===== src/char_lcd_cfg.svh =====
`ifndef CHAR_LCD_CFG_SVH
`define CHAR_LCD_CFG_SVH

// clock period and bus timing, in ns
`define CLK_NS       4
`define TSU_NS       40
`define TW_NS        230
`define TC_NS        500
`define TDELAY_NS    120

// least times round up to whole clock cycles
`define SU_CYC  (((`TSU_NS) + (`CLK_NS) - 1) / (`CLK_NS))
`define TW_CYC  (((`TW_NS) + (`CLK_NS) - 1) / (`CLK_NS))
`define TC_CYC  (((`TC_NS) + (`CLK_NS) - 1) / (`CLK_NS))
// low phase also covers tw low, hold and the remainder of tc
`define LOW_CYC ((`TC_CYC) - (`TW_CYC))

// status byte layout and counter width
`define TOP_BUS_LINE 7
`define CNT_W        8

`endif


===== src/char_lcd_pkg.sv =====
package char_lcd_pkg;

   typedef struct packed {
      logic       reg_select;
      logic       read;
      logic [7:0] data;
   } lcd_req_t;

   typedef enum logic [1:0] {
      ST_IDLE,
      ST_SETUP,
      ST_HIGH,
      ST_LOW
   } lcd_state_t;

endpackage


===== src/char_lcd_host.sv =====
// What this block does
// - select pin picks data buffer or command latch
// - read/write pin high reads, low writes
// - 8-bit mode uses all eight lines
// - high four lines carry nibbles in 4-bit
// - select low, write: instruction to latch
// - select high, write: byte to data buffer
// - select high, read: byte from data buffer
// - host polls busy zero before next write
`timescale 1ns/1ps
`include "char_lcd_cfg.svh"

module char_lcd_host
   import char_lcd_pkg::*;
(
   input  wire  logic       clock,
   input  wire  logic       rst,
   input  wire  lcd_req_t   req,
   input  wire  logic       req_valid,
   input  wire  logic       bus_8bit,
   output logic             req_ready,
   output logic             rsp_valid,
   output logic [7:0]       rsp_data,
   output logic             reg_select_pin,
   output logic             rw_select_pin,
   output logic             strobe_pin,
   input  wire  logic [7:0] bus_in,
   output logic [7:0]       bus_out,
   output logic             bus_oe_low,
   output logic             bus_oe_high
);

   lcd_state_t       state_r, state_nxt;
   logic [`CNT_W-1:0] cnt_r, cnt_nxt;
   lcd_req_t         cur_r;
   logic             mode8_r;
   logic             polling_r, polling_nxt;
   logic             second_r, second_nxt;
   logic [7:0]       rd_r, rd_nxt;
   logic [7:0]       sync1_r, sync2_r;
   logic             ready_nxt, rsp_valid_nxt;
   logic [7:0]       rsp_data_nxt;

   // phase decode
   wire accept     = (state_r == ST_IDLE) && req_valid;
   // pins settle a clock after entry, so setup counts one more
   wire su_done    = cnt_r == `CNT_W'(`SU_CYC);
   wire high_done  = cnt_r == `CNT_W'(`TW_CYC - 1);
   wire low_done   = cnt_r == `CNT_W'(`LOW_CYC - 1);
   wire last_half  = mode8_r || second_r;
   // while polling, the pins carry a status read, not the order
   wire act_rs     = polling_r ? 1'b0 : cur_r.reg_select;
   wire act_rw     = polling_r ? 1'b1 : cur_r.read;
   wire writing    = !act_rw;
   // high nibble goes first in 4-bit mode
   wire [3:0] wr_nib   = second_r ? cur_r.data[3:0] : cur_r.data[7:4];
   wire [7:0] wr_lines = mode8_r ? cur_r.data : {wr_nib, 4'h0};
   wire [7:0] sampled  = mode8_r ? sync2_r
                       : (second_r ? {rd_r[7:4], sync2_r[7:4]}
                                   : {sync2_r[7:4], rd_r[3:0]});
   wire busy_seen   = rd_r[`TOP_BUS_LINE];
   wire in_frame    = (state_r != ST_IDLE);

   always_comb begin
      state_nxt     = state_r;
      cnt_nxt       = cnt_r + `CNT_W'(1);
      polling_nxt   = polling_r;
      second_nxt    = second_r;
      rd_nxt        = rd_r;
      ready_nxt     = req_ready;
      rsp_valid_nxt = 1'b0;
      rsp_data_nxt  = rsp_data;
      case (state_r)
         ST_IDLE: begin
            cnt_nxt = '0;
            if (req_valid) begin
               // every write waits for busy low first
               polling_nxt = !req.read;
               second_nxt  = 1'b0;
               ready_nxt   = 1'b0;
               state_nxt   = ST_SETUP;
            end
         end
         ST_SETUP: begin
            if (su_done) begin
               cnt_nxt   = '0;
               state_nxt = ST_HIGH;
            end
         end
         ST_HIGH: begin
            if (high_done) begin
               // sync delay is far below tw minus output delay
               if (!writing) begin
                  rd_nxt = sampled;
               end
               cnt_nxt   = '0;
               state_nxt = ST_LOW;
            end
         end
         ST_LOW: begin
            if (low_done) begin
               cnt_nxt   = '0;
               state_nxt = ST_SETUP;
               if (!last_half) begin
                  second_nxt = 1'b1;
               end else begin
                  second_nxt = 1'b0;
                  if (polling_r) begin
                     // busy keeps the poll going, else issue order
                     polling_nxt = busy_seen;
                  end else begin
                     state_nxt     = ST_IDLE;
                     ready_nxt     = 1'b1;
                     rsp_valid_nxt = cur_r.read;
                     rsp_data_nxt  = rd_r;
                  end
               end
            end
         end
         default: begin
            state_nxt = ST_IDLE;
            ready_nxt = 1'b1;
         end
      endcase
   end

   always_ff @(posedge clock or posedge rst) begin
      if (rst) begin
         state_r   <= ST_IDLE;
         cnt_r     <= '0;
         polling_r <= 1'b0;
         second_r  <= 1'b0;
         rd_r      <= 8'h00;
         req_ready <= 1'b1;
         rsp_valid <= 1'b0;
         rsp_data  <= 8'h00;
      end else begin
         state_r   <= state_nxt;
         cnt_r     <= cnt_nxt;
         polling_r <= polling_nxt;
         second_r  <= second_nxt;
         rd_r      <= rd_nxt;
         req_ready <= ready_nxt;
         rsp_valid <= rsp_valid_nxt;
         rsp_data  <= rsp_data_nxt;
      end
   end

   // order and bus width held for the whole transfer
   always_ff @(posedge clock or posedge rst) begin
      if (rst) begin
         cur_r   <= '0;
         mode8_r <= 1'b1;
      end else if (accept) begin
         cur_r   <= req;
         mode8_r <= bus_8bit;
      end
   end

   // bus lines come from the far side
   always_ff @(posedge clock or posedge rst) begin
      if (rst) begin
         sync1_r <= 8'h00;
         sync2_r <= 8'h00;
      end else begin
         sync1_r <= bus_in;
         sync2_r <= sync1_r;
      end
   end

   // pins registered; select and data stay through the low phase
   always_ff @(posedge clock or posedge rst) begin
      if (rst) begin
         reg_select_pin <= 1'b0;
         rw_select_pin  <= 1'b1;
         strobe_pin     <= 1'b0;
         bus_out        <= 8'h00;
         bus_oe_high    <= 1'b0;
         bus_oe_low     <= 1'b0;
      end else begin
         reg_select_pin <= in_frame ? act_rs : reg_select_pin;
         rw_select_pin  <= in_frame ? act_rw : 1'b1;
         strobe_pin     <= (state_nxt == ST_HIGH);
         bus_out        <= wr_lines;
         bus_oe_high    <= in_frame && writing && (state_nxt != ST_IDLE);
         // open in 4-bit mode
         bus_oe_low     <= in_frame && writing && mode8_r
                           && (state_nxt != ST_IDLE);
      end
   end

   // helper: length of the current strobe high phase
   logic [`CNT_W-1:0] e_len_r;
   logic              busy_ok_r;
   always_ff @(posedge clock or posedge rst) begin
      if (rst) begin
         e_len_r   <= '0;
         busy_ok_r <= 1'b0;
      end else begin
         e_len_r <= strobe_pin ? e_len_r + `CNT_W'(1) : '0;
         if (state_r == ST_LOW && low_done && last_half && polling_r)
            busy_ok_r <= !busy_seen;
         else if (accept)
            busy_ok_r <= 1'b0;
      end
   end

   a_sel_setup: assert property (@(posedge clock) disable iff (rst)
      $rose(strobe_pin) |-> $past(reg_select_pin, 10) == reg_select_pin
                            && $past(rw_select_pin, 10) == rw_select_pin)
      else $error("select changed inside setup time");

   a_sel_stable: assert property (@(posedge clock) disable iff (rst)
      strobe_pin |-> $stable(reg_select_pin) && $stable(rw_select_pin))
      else $error("select moved while strobe high");

   a_read_release: assert property (@(posedge clock) disable iff (rst)
      rw_select_pin |-> !bus_oe_high && !bus_oe_low)
      else $error("host drives bus during read");

   a_write_drive: assert property (@(posedge clock) disable iff (rst)
      (strobe_pin && !rw_select_pin) |-> bus_oe_high ##1 bus_oe_high)
      else $error("write data not held across falling strobe");

   a_low_open: assert property (@(posedge clock) disable iff (rst)
      !mode8_r |-> !bus_oe_low)
      else $error("low lines driven in 4-bit mode");

   a_pulse_width: assert property (@(posedge clock) disable iff (rst)
      $fell(strobe_pin) |-> $past(e_len_r) == `CNT_W'(`TW_CYC - 1))
      else $error("strobe high width wrong");

   a_nibble_order: assert property (@(posedge clock) disable iff (rst)
      (strobe_pin && !mode8_r && !rw_select_pin)
         |-> bus_out[7:4] == (second_r ? cur_r.data[3:0]
                                       : cur_r.data[7:4]))
      else $error("nibble order wrong");

   a_poll_first: assert property (@(posedge clock) disable iff (rst)
      ($rose(strobe_pin) && !rw_select_pin) |-> busy_ok_r)
      else $error("write issued without busy low");

   a_rsp_done: assert property (@(posedge clock) disable iff (rst)
      rsp_valid |-> req_ready && !strobe_pin && $past(state_r) == ST_LOW)
      else $error("response outside transfer end");

endmodule


===== config.mk =====
export PLATFORM = sky130hd
export DESIGN_NAME = char_lcd_host
export DESIGN_NICKNAME = d
export VERILOG_FILES = /design/src/char_lcd_pkg.sv /design/src/char_lcd_host.sv
export VERILOG_INCLUDE_DIRS = /design/src /design/src/src
export SDC_FILE = /design/constraint.sdc
export NUM_CORES = 1
export LEC_CHECK = 0
export ABC_AREA = 0
export BUFFER_PORTS_ARGS = -buffer_cell sky130_fd_sc_hd__buf_2
export CORE_ASPECT_RATIO = 1.2
export CORE_MARGIN = 4
export CORE_UTILIZATION = 55
export CTS_BUF_LIST = sky130_fd_sc_hd__clkbuf_16
export DETAILED_ROUTE_END_ITERATION = 10
export GPL_TIMING_DRIVEN = 0
export PLACE_DENSITY = 0.84
export SYNTH_ARGS = -nofsm -noshare
export SYNTH_HDL_FRONTEND = slang
export SYNTH_SLANG_ARGS = --single-unit
export TNS_END_PERCENT = 5

===== constraint.sdc =====
create_clock -name clock -period 2.6 [get_ports clock]
set_input_delay 0.26 -clock clock [delete_from_list [all_inputs] [get_ports clock]]
set_output_delay 0.26 -clock clock [all_outputs]
set_load 0.02 [all_outputs]

-- Word-level counts from Yosys, hierarchy flattened
Cells that the tools add are included.
W data, S select, Z words.
- flip-flop bits (word level): 70
- input port bits: 22
- output and inout bits: 23
- reductions and logical operators: 19
- equality and inequality tests: 12
- bitwise operators: 1
- multiplexer cells: 35
- add/sub/neg operators: 1
- operators by type and width (kind ; number):
    $mux W8 ; 6
    $pmux W8 S4 ; 1
    $mux W1 ; 19
    $reduce_and A4 Y1 ; 4
    $ne A2 B2 Y1 const B ; 5
    $add A8 B1 Y8 const B ; 1
    $eq A8 B4 Y1 const B ; 1
    $eq A8 B6 Y1 const B ; 1
    $eq A8 B7 Y1 const B ; 1
    $mux W2 ; 4
    $pmux W2 S4 ; 1
    $reduce_bool A2 Y1 ; 4
    $eq A2 B2 Y1 const B ; 3
    $pmux W1 S2 ; 3
    $logic_and A1 B1 Y1 ; 5
    $reduce_and A5 Y1 ; 1
    $mux W4 ; 1
    $reduce_and A3 Y1 ; 1
    $eq A2 B1 Y1 const B ; 1
    $logic_not A1 Y1 ; 2
    $logic_not A2 Y1 ; 1
    $logic_or A1 B1 Y1 ; 1
    $not A1 Y1 ; 1

-- Longest topological paths before layout
Gate-level depths: netlist (run 1).
- word-level depth: 6
- mapped depth: 7

-- Worst setup path before layout (run 1)
OpenSTA, ideal clock, no wires.
- path kind: reg2reg
- from: register cnt_r[0]
- to: register rsp_data[0]
- path buffers: 1
- data required time: 2.475 ns
- setup slack: 0.648 ns
- cell stages (with the launch flop): 8
- library setup time: 0.125 ns
- data arrival time: 1.827 ns
- path through: dfrtp_1 inv_1 ha_1 nor3b_2 nand4_1 or3_1 buf_6 mux2_4
- longest elaborated chain between the ends: 2
- RTL lines (item ; RTL line ; source):
    start: declaration ; char_lcd_host.sv:34 ; logic [`CNT_W-1:0] cnt_r, cnt_nxt;
    start signal: assignment ; char_lcd_host.sv:139 ; cnt_r <= cnt_nxt;
    $eq A8 B7 Y1 ; char_lcd_host.sv:49 ; wire low_done = cnt_r == `CNT_W'(`LOW_CYC - 1);
    $reduce_and A4 Y1 (no source line) ; - ;
    end signal: assignment ; char_lcd_host.sv:145 ; rsp_data <= rsp_data_nxt;
    end: declaration ; char_lcd_host.sv:23 ; output logic [7:0] rsp_data,
No other way between the ends.
A chain may end at the register's enable or synchronous reset.

-- Worst setup path after layout (run 1)
- from: register cnt_r[0]
- to: register rsp_data[6]
Same word-level chain as after synthesis.

==> results of run 1 <==
worst max-delay path, stage by stage (launching register included):
cell and delay [ps]:
dfrtp_1 430, inv_1 80, ha_1 130, nor3b_2 330, nand4_1 240, or3_1 380
buf_6 160, mux2_4 300
layout by cell type (no fill, tap or decap), types with 4 or more instances in the layout:
cell type,count
clkbuf_1,5
nand3_1,4
o21ai_0,4
nor2_1,14
a22o_1,4
mux2_4,8
mux2_2,9
buf_2,44
nand2_1,41
clkbuf_16,9
and2_1,6
mux2_1,4
xor2_1,4
inv_1,4
dfrtp_1,67
cell type report:
class | instances | share of cell area (%)
inverters | 4 | 0.453
clock inverters | 7 | 1.28
plain buffers | 7 | 1.02
multi-input cells | 132 | 28.0
well taps | 58 | 2.19
flip-flops and latches | 70 | 53.0
repair buffers | 45 | 7.25
clock buffers | 9 | 6.80
registers in the layout, summed over array words and instances, names as in the netlist:
name,cells
bus_oe_high,1
bus_oe_low,1
rd_r,8
sync1_r,8
rsp_valid,1
second_r,1
rw_select_pin,1
sync2_r,8
cnt_r,8
cur_r,10
strobe_pin,1
bus_out,8
state_r,2
rsp_data,8
polling_r,1
req_ready,1
reg_select_pin,1
mode8_r,1
worst paths after layout:
kind,from,endpoint,slack [ps],depth (start not counted)
max,cnt_r[0]$_DFF_PP0_,rsp_data[6]$_DFFE_PP0P_,450,7
min,rst,rsp_data[5]$_DFFE_PP0P_,30,2
max reg2reg,cnt_r[0]$_DFF_PP0_,rsp_data[6]$_DFFE_PP0P_,450,7
min reg2reg,sync1_r[7]$_DFF_PP0_,sync2_r[7]$_DFF_PP0_,350,0
max in group asynchronous,rst,mode8_r$_DFFE_PP1P_,1870,3
min in group clock,bus_in[4],sync1_r[4]$_DFF_PP0_,40,1
power groups by stage:
stage,combinational (uW),sequential [uW],clock [uW]
2_1_floorplan,451,1610,0
3_3_place_gp,731,1540,0
4_1_cts,775,1530,1090
5_1_grt,853,1570,1150
3_5_place_dp,762,1550,0
6_report,762,1530,1070
synth_stat cells (2+ instances only):
master / n / area [um2]
or3_1: 2 / 12.5
clkbuf_1: 5 / 18.8
and2_1: 6 / 37.5
o21ai_0: 4 / 20.0
a22o_1: 4 / 35.0
a21oi_1: 2 / 10.0
dfrtp_1: 67 / 1680
mux2_2: 9 / 101
nand2_1: 41 / 154
a31oi_1: 3 / 18.8
ha_1: 3 / 37.5
xor2_1: 4 / 35.0
mux2_4: 8 / 120
and4_2: 2 / 20.0
xnor2_1: 2 / 17.5
nand4_1: 3 / 18.8
dfstp_2: 3 / 78.8
nor2_1: 14 / 52.6
inv_1: 4 / 15.0
mux2_1: 4 / 45.0
nand3_1: 4 / 20.0
through the flow:
| stage | total power, uW | utilization, % | std cells | setup WS [ps] | setup TNS, ps |
|---|---|---|---|---|---|
| finish | 3370 | 70.5 | 332 | 447 | 0 |
| global route | 3570 | 70.5 | 332 | 310 | 0 |
| CTS | 3400 | 70.5 | 332 | 443 | 0 |
| detailed placement | 2310 | 64.8 | 316 | 439 | 0 |
| global placement | 2270 | 64.4 | 315 | -144 | -9470 |
| floorplan | 2060 | - | 213 | 577 | 0 |
cell families (layout without fill, tap and decap cells):
kind of cell,count (synthesis),after routing,share of synthesized area (%)
mux,21,21,9.76
simple gates,85,85,16.5
fa+ha+maj,3,3,1.37
flops,70,70,64.3
buf+inv,11,72,1.79
compound gates,17,17,4.35
xor+xnor,6,6,1.92
layer usage:
metal / up-vias / part of all wire [%] / GRT usage, % / wire length (um)
met1: 844 / 43 / 24.8 / 2140
met3: 11 / 4.8 / 4.38 / 239
met2: 39 / 50 / 29.2 / 2480
met4: 0 / 2.6 / 9.74 / 129
li1: 836 / - / - / -
met5: - / 0 / 0 / 0
==> impl_metrics.toml, run 1 <==
[timing]
hold_viol = 0
post-route-min-period_ps = 2150
clock.fmax_ghz = 0.464
maxSlewHeadroom_pct = 55.7
drv_slew = 0
tightest_slew_ps = 656
rsz0062_at_grt = "false"
setup_viol = 0
finClkSkew_ps = 5.50
worst_hold_slack_ps = 32.3
period_share_pct = 82.8

[die]
initial_utilization_pct = 58.2
dieArea_um2 = 6160
die_h_um = 85.2
rows = 27
die_width_um = 72.3
core_area_um2 = 4700
ios = 45

[logic_synthesis]
synth_edf_count = 0
yosysSeqAreaShare_pct = 64.3
synth_cells = 213
yosysWarningCount = 0
synth_flop_cell = "dfrtp_1"
avgSynthCellArea_um2 = 12.8
ys_types = 40
synthArstFlopShare_pct = 100
syn_area_um2 = 2730
syn_nets = 238
ys_ff_latch = 70

[grt]
grt_pass1_wl_um = 8690
overflow = 0
antenna_found_initial = 0
grt_use_total_pct = 18.9
grt_pass1_vias = 1807
grt_max_degree = 41

[worst_setup_path]
worst_setup_path_start_kind = "flip-flop"
crit_path_end_kind = "flip-flop"
critPathKind = "reg2reg"
cp.arrival_ps = 2370
critPathRequiredTime_ps = 2810
worst-path-max-fanout = 8

[final_layout]
multiInputGateArea_um2 = 927
n_antenna_cell = 0
ff_latch_area_um2 = 1760
drive_gt1_share_pct = 33.2
fin_nets = 294
area_growth_pct = 21.3
fin_area_um2 = 3310
fill_cells = 322

[clock_network]
cts_root_buf = "clkbuf_16"
numCtsBuffers = 9
cts.sinks = 70
h-tree-depth = 3
path_clk_slew_ps = 60
post-cts-setup-buffer-count = 0
cts_resized = 0
cts_tree = "built"
hold_buffers = 0
clock_path_buffers = 2
insertion_delay_ps = 330

[run]
maxCapViolCount = 0

[power]
leakage_uw = 0.00169
p_clk_share_pct = 31.8
p_int_uw = 2290
ir_drop_v = 0.000712
combPwrFrac_pct = 22.6
power_frac_seq_pct = 45.6
p_sw_uw = 1080
switching_share_pct = 32.0
power_density_nw_per_um2 = 1020

[routing]
first_pass_iters = 4
wl_per_cell_um = 15.0
viasPerCell = 5.21
drt-initial-drc-count = 124
ant_nets = 0
vias = 1730
drcViolationCount = 0
drt_wl_total_um = 4980

[placed_design]
dpl.hpwl_um = 3380
place.gp.congestion = 0.816
place_area_um2 = 3040
port_buffers = 44

[outcome]
status = "completed"

[min_path]
hold_class = "in2async"
No activity file was read; power rests on OpenSTA's default activity.
==> run 2: changes to the inputs <==
- ABC_AREA: 0 -> 1
- clock period: 2.6 -> 2.06 ns (I/O delays scaled with it)
==> run 2 against run 1 <==
Net effect: largest power group is now the clock network; critical path depth fell by 1; maximum frequency rose by 23%; the run now ends with negative hold slack left; power fell by 13%; combinational power fell by 91%; first-iteration DRC count fell by 14%; final cell count rose by 23%; highest routed layer unchanged; sequential power fell by 8%; critical path type unchanged.
==> impl_metrics.toml, run 2 <==
[outcome]
status = "finished with violations"
violations = "negative hold slack"

[clock_network]
cts.sinks = 70
path_clk_slew_ps = 60
clock_path_buffers = 2
cts_tree = "built"
h-tree-depth = 3
numCtsBuffers = 9
insertion_delay_ps = 330
cts_root_buf = "clkbuf_16"

[die]
initial_utilization_pct = 56.5
die_h_um = 85.7
ios = 45
core_area_um2 = 4900
rows = 28
die_width_um = 72.8
dieArea_um2 = 6240

[logic_synthesis]
syn_area_um2 = 2770
synthTopCellsByCount = "nand2_1, dfrtp_1, inv_1"
synthArstFlopShare_pct = 100
yosysTopAreaCell = "dfrtp_1"
yosysWarningCount = 0
ys_types = 28
ys_ff_latch = 70
yosysSeqAreaShare_pct = 63.4
synth.top_cell.area_share_pct = 60.6
synth_flop_cell = "dfrtp_1"
synthTopCellsByArea = "dfrtp_1, nand2_1, inv_1, o21ai_0, nor2_1"
synth_edf_count = 0
syn_nets = 306
avgSynthCellArea_um2 = 9.85
yosysMostFrequentCell = "nand2_1"
synth_cells = 281

[placed_design]
port_buffers = 44
place.gp.congestion = 0.841
dpl.hpwl_um = 3560
dp_cells = 386

[worst_setup_path]
path_buf_inv = 2
worst-path-max-fanout = 10
crit_path_end_kind = "flip-flop"
max_stage_delay_ps = 520
worstPathCellList = "buf_2, inv_1, nand2_1, nand2_1, nand2_1, o21ai_0"
critPathRequiredTime_ps = 2260
cp.arrival_ps = 1940
crit_slowest_cell = "dfstp_2"
cpMostUsedCell = "nand2_1"
cp_top_family = "simple AND/OR/NAND/NOR gates"
critPathKind = "reg2reg"
worst_setup_path_start_kind = "flip-flop"

[power]
leakage_uw = 0.00187
p_total_uw = 2930
ir_drop_v = 0.000727
power_density_nw_per_um2 = 849

[final_layout]
drive_gt1_share_pct = 24.6
regMostFlops = "cur_r"
final_common_cell = "nand2_1"
area_growth_pct = 24.8
n_antenna_cell = 0
stdcell_count = 410
largest_register_ffs = 10
layout_common_cells = "nand2_1, dfrtp_1, buf_2, inv_1, nor2_1"
fin_nets = 370

[grt]
overflow = 0
grt_use_total_pct = 19.3
grt_pass1_wl_um = 9090
antenna_found_initial = 0
grt_pass1_vias = 1987
grt_max_degree = 39

[timing]
finClkSkew_ps = 7.44
rsz0062_at_grt = "false"
clock.fmax_ghz = 0.573
hold_viol = 15
tightest_slew_ps = 705
post-route-min-period_ps = 1740
fin_setup_tns_ps = 0
period_share_pct = 84.7
maxSlewHeadroom_pct = 52.9
setup_viol = 0
worst_hold_slack_ps = -12.8
drv_slew = 0

[min_path]
hold_class = "in2async"

[run]
maxCapViolCount = 0

[routing]
first_pass_iters = 4
drcViolationCount = 0
wl_per_cell_um = 12.6
viasPerCell = 4.89
drt-initial-drc-count = 107
drt_wl_total_um = 5170
vias = 2006
ant_nets = 0
==> run 2: cell types whose count changed after synthesis, sizes merged, moves of 7 or more <==
cell   previous run  this run
and2              7         0
inv               4        42
mux2             21         4
nand2            41        80
nor2             14        26
o21ai             4        28
==> run 2: area by class of cell <==
cell class,instances,area [um2]
buffer,5,45.0
inverter,42,158
timing repair buffer,53,320
tap,60,75.1
multi-input combinational,164,811
fill,357,1450
clock buffer,9,225
clock inverter,7,66.3
sequential,70,1760
==> run 2: logic make-up (layout without fill, tap and decap cells) <==
family	Yosys count	after routing	synth area share [%]
compound gates	34	34	7.59
xor+xnor	3	3	0.949
fa+ha+maj	3	3	1.36
buf+inv	47	116	7.32
flops	70	70	63.4
mux	4	4	1.63
simple gates	120	120	17.8
==> run 2: metrics by stage <==
stage                     utilization (%)  worst slack, ps  cell area [um2]
final                                70.5              316             3460
after global routing                 70.5              123             3460
after CTS                            70.5              309             3460
after detailed placement             62.9              372             3080
after global placement               62.5             -585             3060
after floorplan                         -             90.8             2770
==> run 2: metal layers <==
| metal | track usage [%] | wire length (um) | up-vias | part of all wire [%] |
|---|---|---|---|---|
| met5 | 0 | 0 | - | 0 |
| met2 | 31.4 | 2600 | 58 | 50 |
| met3 | 6.10 | 284 | 13 | 5.5 |
| met4 | 9.23 | 161 | 0 | 3.1 |
| li1 | - | - | 992 | - |
| met1 | 23.3 | 2120 | 943 | 41 |
==> run 2: timing repair <==
action,in CTS,in global routing
buffers inserted,0,0
hold buffers,8,0
setup endpoints to repair,0,0
resized for setup,0,0
hold endpoints to repair,8,0
==> run 2: final timing paths <==
kind                                            from               endpoint  slack (ps)  depth (start not counted)
worst max-delay path             mode8_r$_DFFE_PP1P_    rd_r[7]$_DFFE_PP0P_         320                          6
worst max register to register   mode8_r$_DFFE_PP1P_    rd_r[7]$_DFFE_PP0P_         320                          6
worst min-delay path                             rst    rd_r[0]$_DFFE_PP0P_         -10                          2
worst min register to register  sync1_r[4]$_DFF_PP0_   sync2_r[4]$_DFF_PP0_         350                          0
max in group asynchronous                        rst  req_ready$_DFFE_PP1P_        1380                          3
min in group clock                            req[1]   cur_r[1]$_DFFE_PP0P_          70                          3
==> run 2: report_power, final <==
group          switching (uW)  internal, uW
Combinational            37.6          29.8
Clock                     544           926
Sequential               4.37          1390
==> run 2: worst reg2reg max path: stages, from the launching register on <==
cell	delay, ps
dfstp_2	520
buf_2	210
inv_1	120
nand2_1	300
nand2_1	250
nand2_1	120
o21ai_0	100
==> run 3: changes to the inputs <==
- CORE_UTILIZATION: 55 -> 50
- PLACE_DENSITY: 0.84 -> 0.81
- clock period: 2.06 -> 1.6 ns (I/O delays scaled with it)
==> run 3 against run 2 <==
Net effect: the flow finishes with violations (negative setup slack); sequential share of layout area is 1.8 points lower; largest power group unchanged; utilization is 3.2 points lower; critical endpoint is now rsp_data[0]$_DFFE_PP0P_; combinational power is 31% higher; clock-buffer cell count stayed put; routed wire length is 0.21% higher.
==> impl_metrics.toml, run 3 (same netlist as run 2, synthesis figures left out) <==
[placed_design]
place_area_um2 = 3090
place.gp.congestion = 0.912
dpl.hpwl_um = 3510
port_buffers = 44

[clock_network]
insertion_delay_ps = 330
cts_root_buf = "clkbuf_16"
numCtsBuffers = 9
cts.sinks = 70
path_clk_slew_ps = 60
h-tree-depth = 3
cts_tree = "built"
clock_path_buffers = 2

[routing]
wl_per_cell_um = 12.4
ant_nets = 0
drt_wl_total_um = 5180
first_pass_iters = 4
drcViolationCount = 0
vias = 1973
viasPerCell = 4.72
drt-initial-drc-count = 186

[timing]
maxSlewHeadroom_pct = 60.2
rsz0062_at_grt = "true"
tightest_slew_ps = 596
finClkSkew_ps = 5.52
worst_hold_slack_ps = 32.7
setup_viol = 3
post-route-min-period_ps = 1610
period_share_pct = 101
drv_slew = 0
clock.fmax_ghz = 0.621
hold_viol = 0
setup_ws_ps = -9.52

[die]
ios = 45
die_width_um = 75.9
core_area_um2 = 5330
dieArea_um2 = 6800
rows = 29
initial_utilization_pct = 51.9
die_h_um = 89.5

[power]
leakage_uw = 0.00191
power_density_nw_per_um2 = 1100
ir_drop_v = 0.000628

[outcome]
violations = "negative setup slack"
status = "finished with violations"

[grt]
grt_use_total_pct = 16.3
antenna_found_initial = 0
grt_pass1_vias = 1942
grt_pass1_wl_um = 8630
overflow = 0
grt_max_degree = 45

[final_layout]
layout_common_cells = "nand2_1, dfrtp_1, buf_2, inv_1, nor2_1"
drive_gt1_share_pct = 28.9
fill_cells = 400
fin_nets = 376
regMostFlops = "cur_r"
n_antenna_cell = 0
fin_area_um2 = 3590
final_common_cell = "nand2_1"
area_growth_pct = 29.5
largest_register_ffs = 10

[worst_setup_path]
cp_top_family = "simple AND/OR/NAND/NOR gates"
path_buf_inv = 3
r2r-start = "cnt_r[1]$_DFF_PP0_"
rr_worst_depth = 9
worst-path-max-fanout = 5
reg2reg_to = "rsp_data[0]$_DFFE_PP0P_"
crit_path_end_kind = "flip-flop"
worstPathCellList = "ha_2, inv_2, nor2_4, nand3_2, or2_4, buf_6, buf_12, nand2_2, o21ai_2"
r2r_slack_ps = -10
crit_slowest_cell = "dfrtp_1"
max_stage_delay_ps = 410
cp.arrival_ps = 1830
critPathKind = "reg2reg"
critPathRequiredTime_ps = 1820
worst_setup_path_start_kind = "flip-flop"
cp.depth = 9

[min_path]
hold_depth = 3
whs_endpoint = "cur_r[0]$_DFFE_PP0P_"
hp-start = "req[0]"
hold_class = "in2reg"

[run]
maxCapViolCount = 0
## run 3: what timing repair did
item | CTS | global route
hold endpoints to repair | 32 | 0
buffers inserted | 1 | 2
hold buffers | 9 | 0
endpoints found under the setup margin | 26 | 32
resized for setup | 2 | 14
pin swaps | 2 | 3
cloned | 0 | 2
## run 3: worst max path at each step
stage | start | to | slack [ps]
finish | cnt_r[1]$_DFF_PP0_ | rsp_data[0]$_DFFE_PP0P_ | -10
global route | cnt_r[1]$_DFF_PP0_ | rsp_data[0]$_DFFE_PP0P_ | -80
CTS | cnt_r[1]$_DFF_PP0_ | rsp_data[0]$_DFFE_PP0P_ | 4
detailed placement | cnt_r[0]$_DFF_PP0_ | rsp_data[0]$_DFFE_PP0P_ | -120
global placement | cnt_r[0]$_DFF_PP0_ | rsp_data[0]$_DFFE_PP0P_ | -80
floorplan | cnt_r[0]$_DFF_PP0_ | rsp_data[0]$_DFFE_PP0P_ | 30
## run 3: report_power, final
group          switching (uW)  internal [uW]
Combinational            48.0           40.2
Sequential               4.89           1790
Clock                     696           1350
## run 3: area by class of cell
| type | count | area [um2] | area share [%] |
|---|---|---|---|
| Buffer | 5 | 46.3 | 1.29 |
| Clock inverter | 7 | 90.1 | 2.51 |
| Inverter | 42 | 161 | 4.50 |
| Sequential cell | 70 | 1760 | 49.0 |
| Multi-Input combinational cell | 164 | 846 | 23.6 |
| Clock buffer | 9 | 225 | 6.28 |
| Timing Repair Buffer | 59 | 383 | 10.7 |
| Tap cell | 62 | 77.6 | 2.16 |
## run 3: worst reg2reg max path, delay by kind of cell (launching register included)
kind	cells	cell delay (ps)
compound gates	1	40
fa+ha+maj	1	220
buf+inv	3	320
flops	1	410
simple gates	4	530
## run 3: per-stage QoR
step           total power (uW)  setup WS, ps  setup TNS (ps)  std cells  util (%)
3_5_place_dp               1900          -118            -908        388      57.9
5_1_grt                    4090         -84.4            -565        418      67.2
4_1_cts                    3970          4.11               0        414      65.8
3_3_place_gp               1900         -83.1            -486        387      57.6
2_1_floorplan              1860          31.8               0        281         -
6_report                   3930         -9.52           -11.0        418      67.2
## run 3: routing by layer
metal | wire length (um) | vias to the layer above | track usage (%) | part of all wire [%]
li1 | - | 1007 | - | -
met4 | 135 | 0 | 9.55 | 2.6
met3 | 183 | 10 | 4.44 | 3.5
met1 | 2130 | 918 | 19.1 | 41
met5 | 0 | - | 0 | 0
met2 | 2720 | 38 | 27.3 | 53
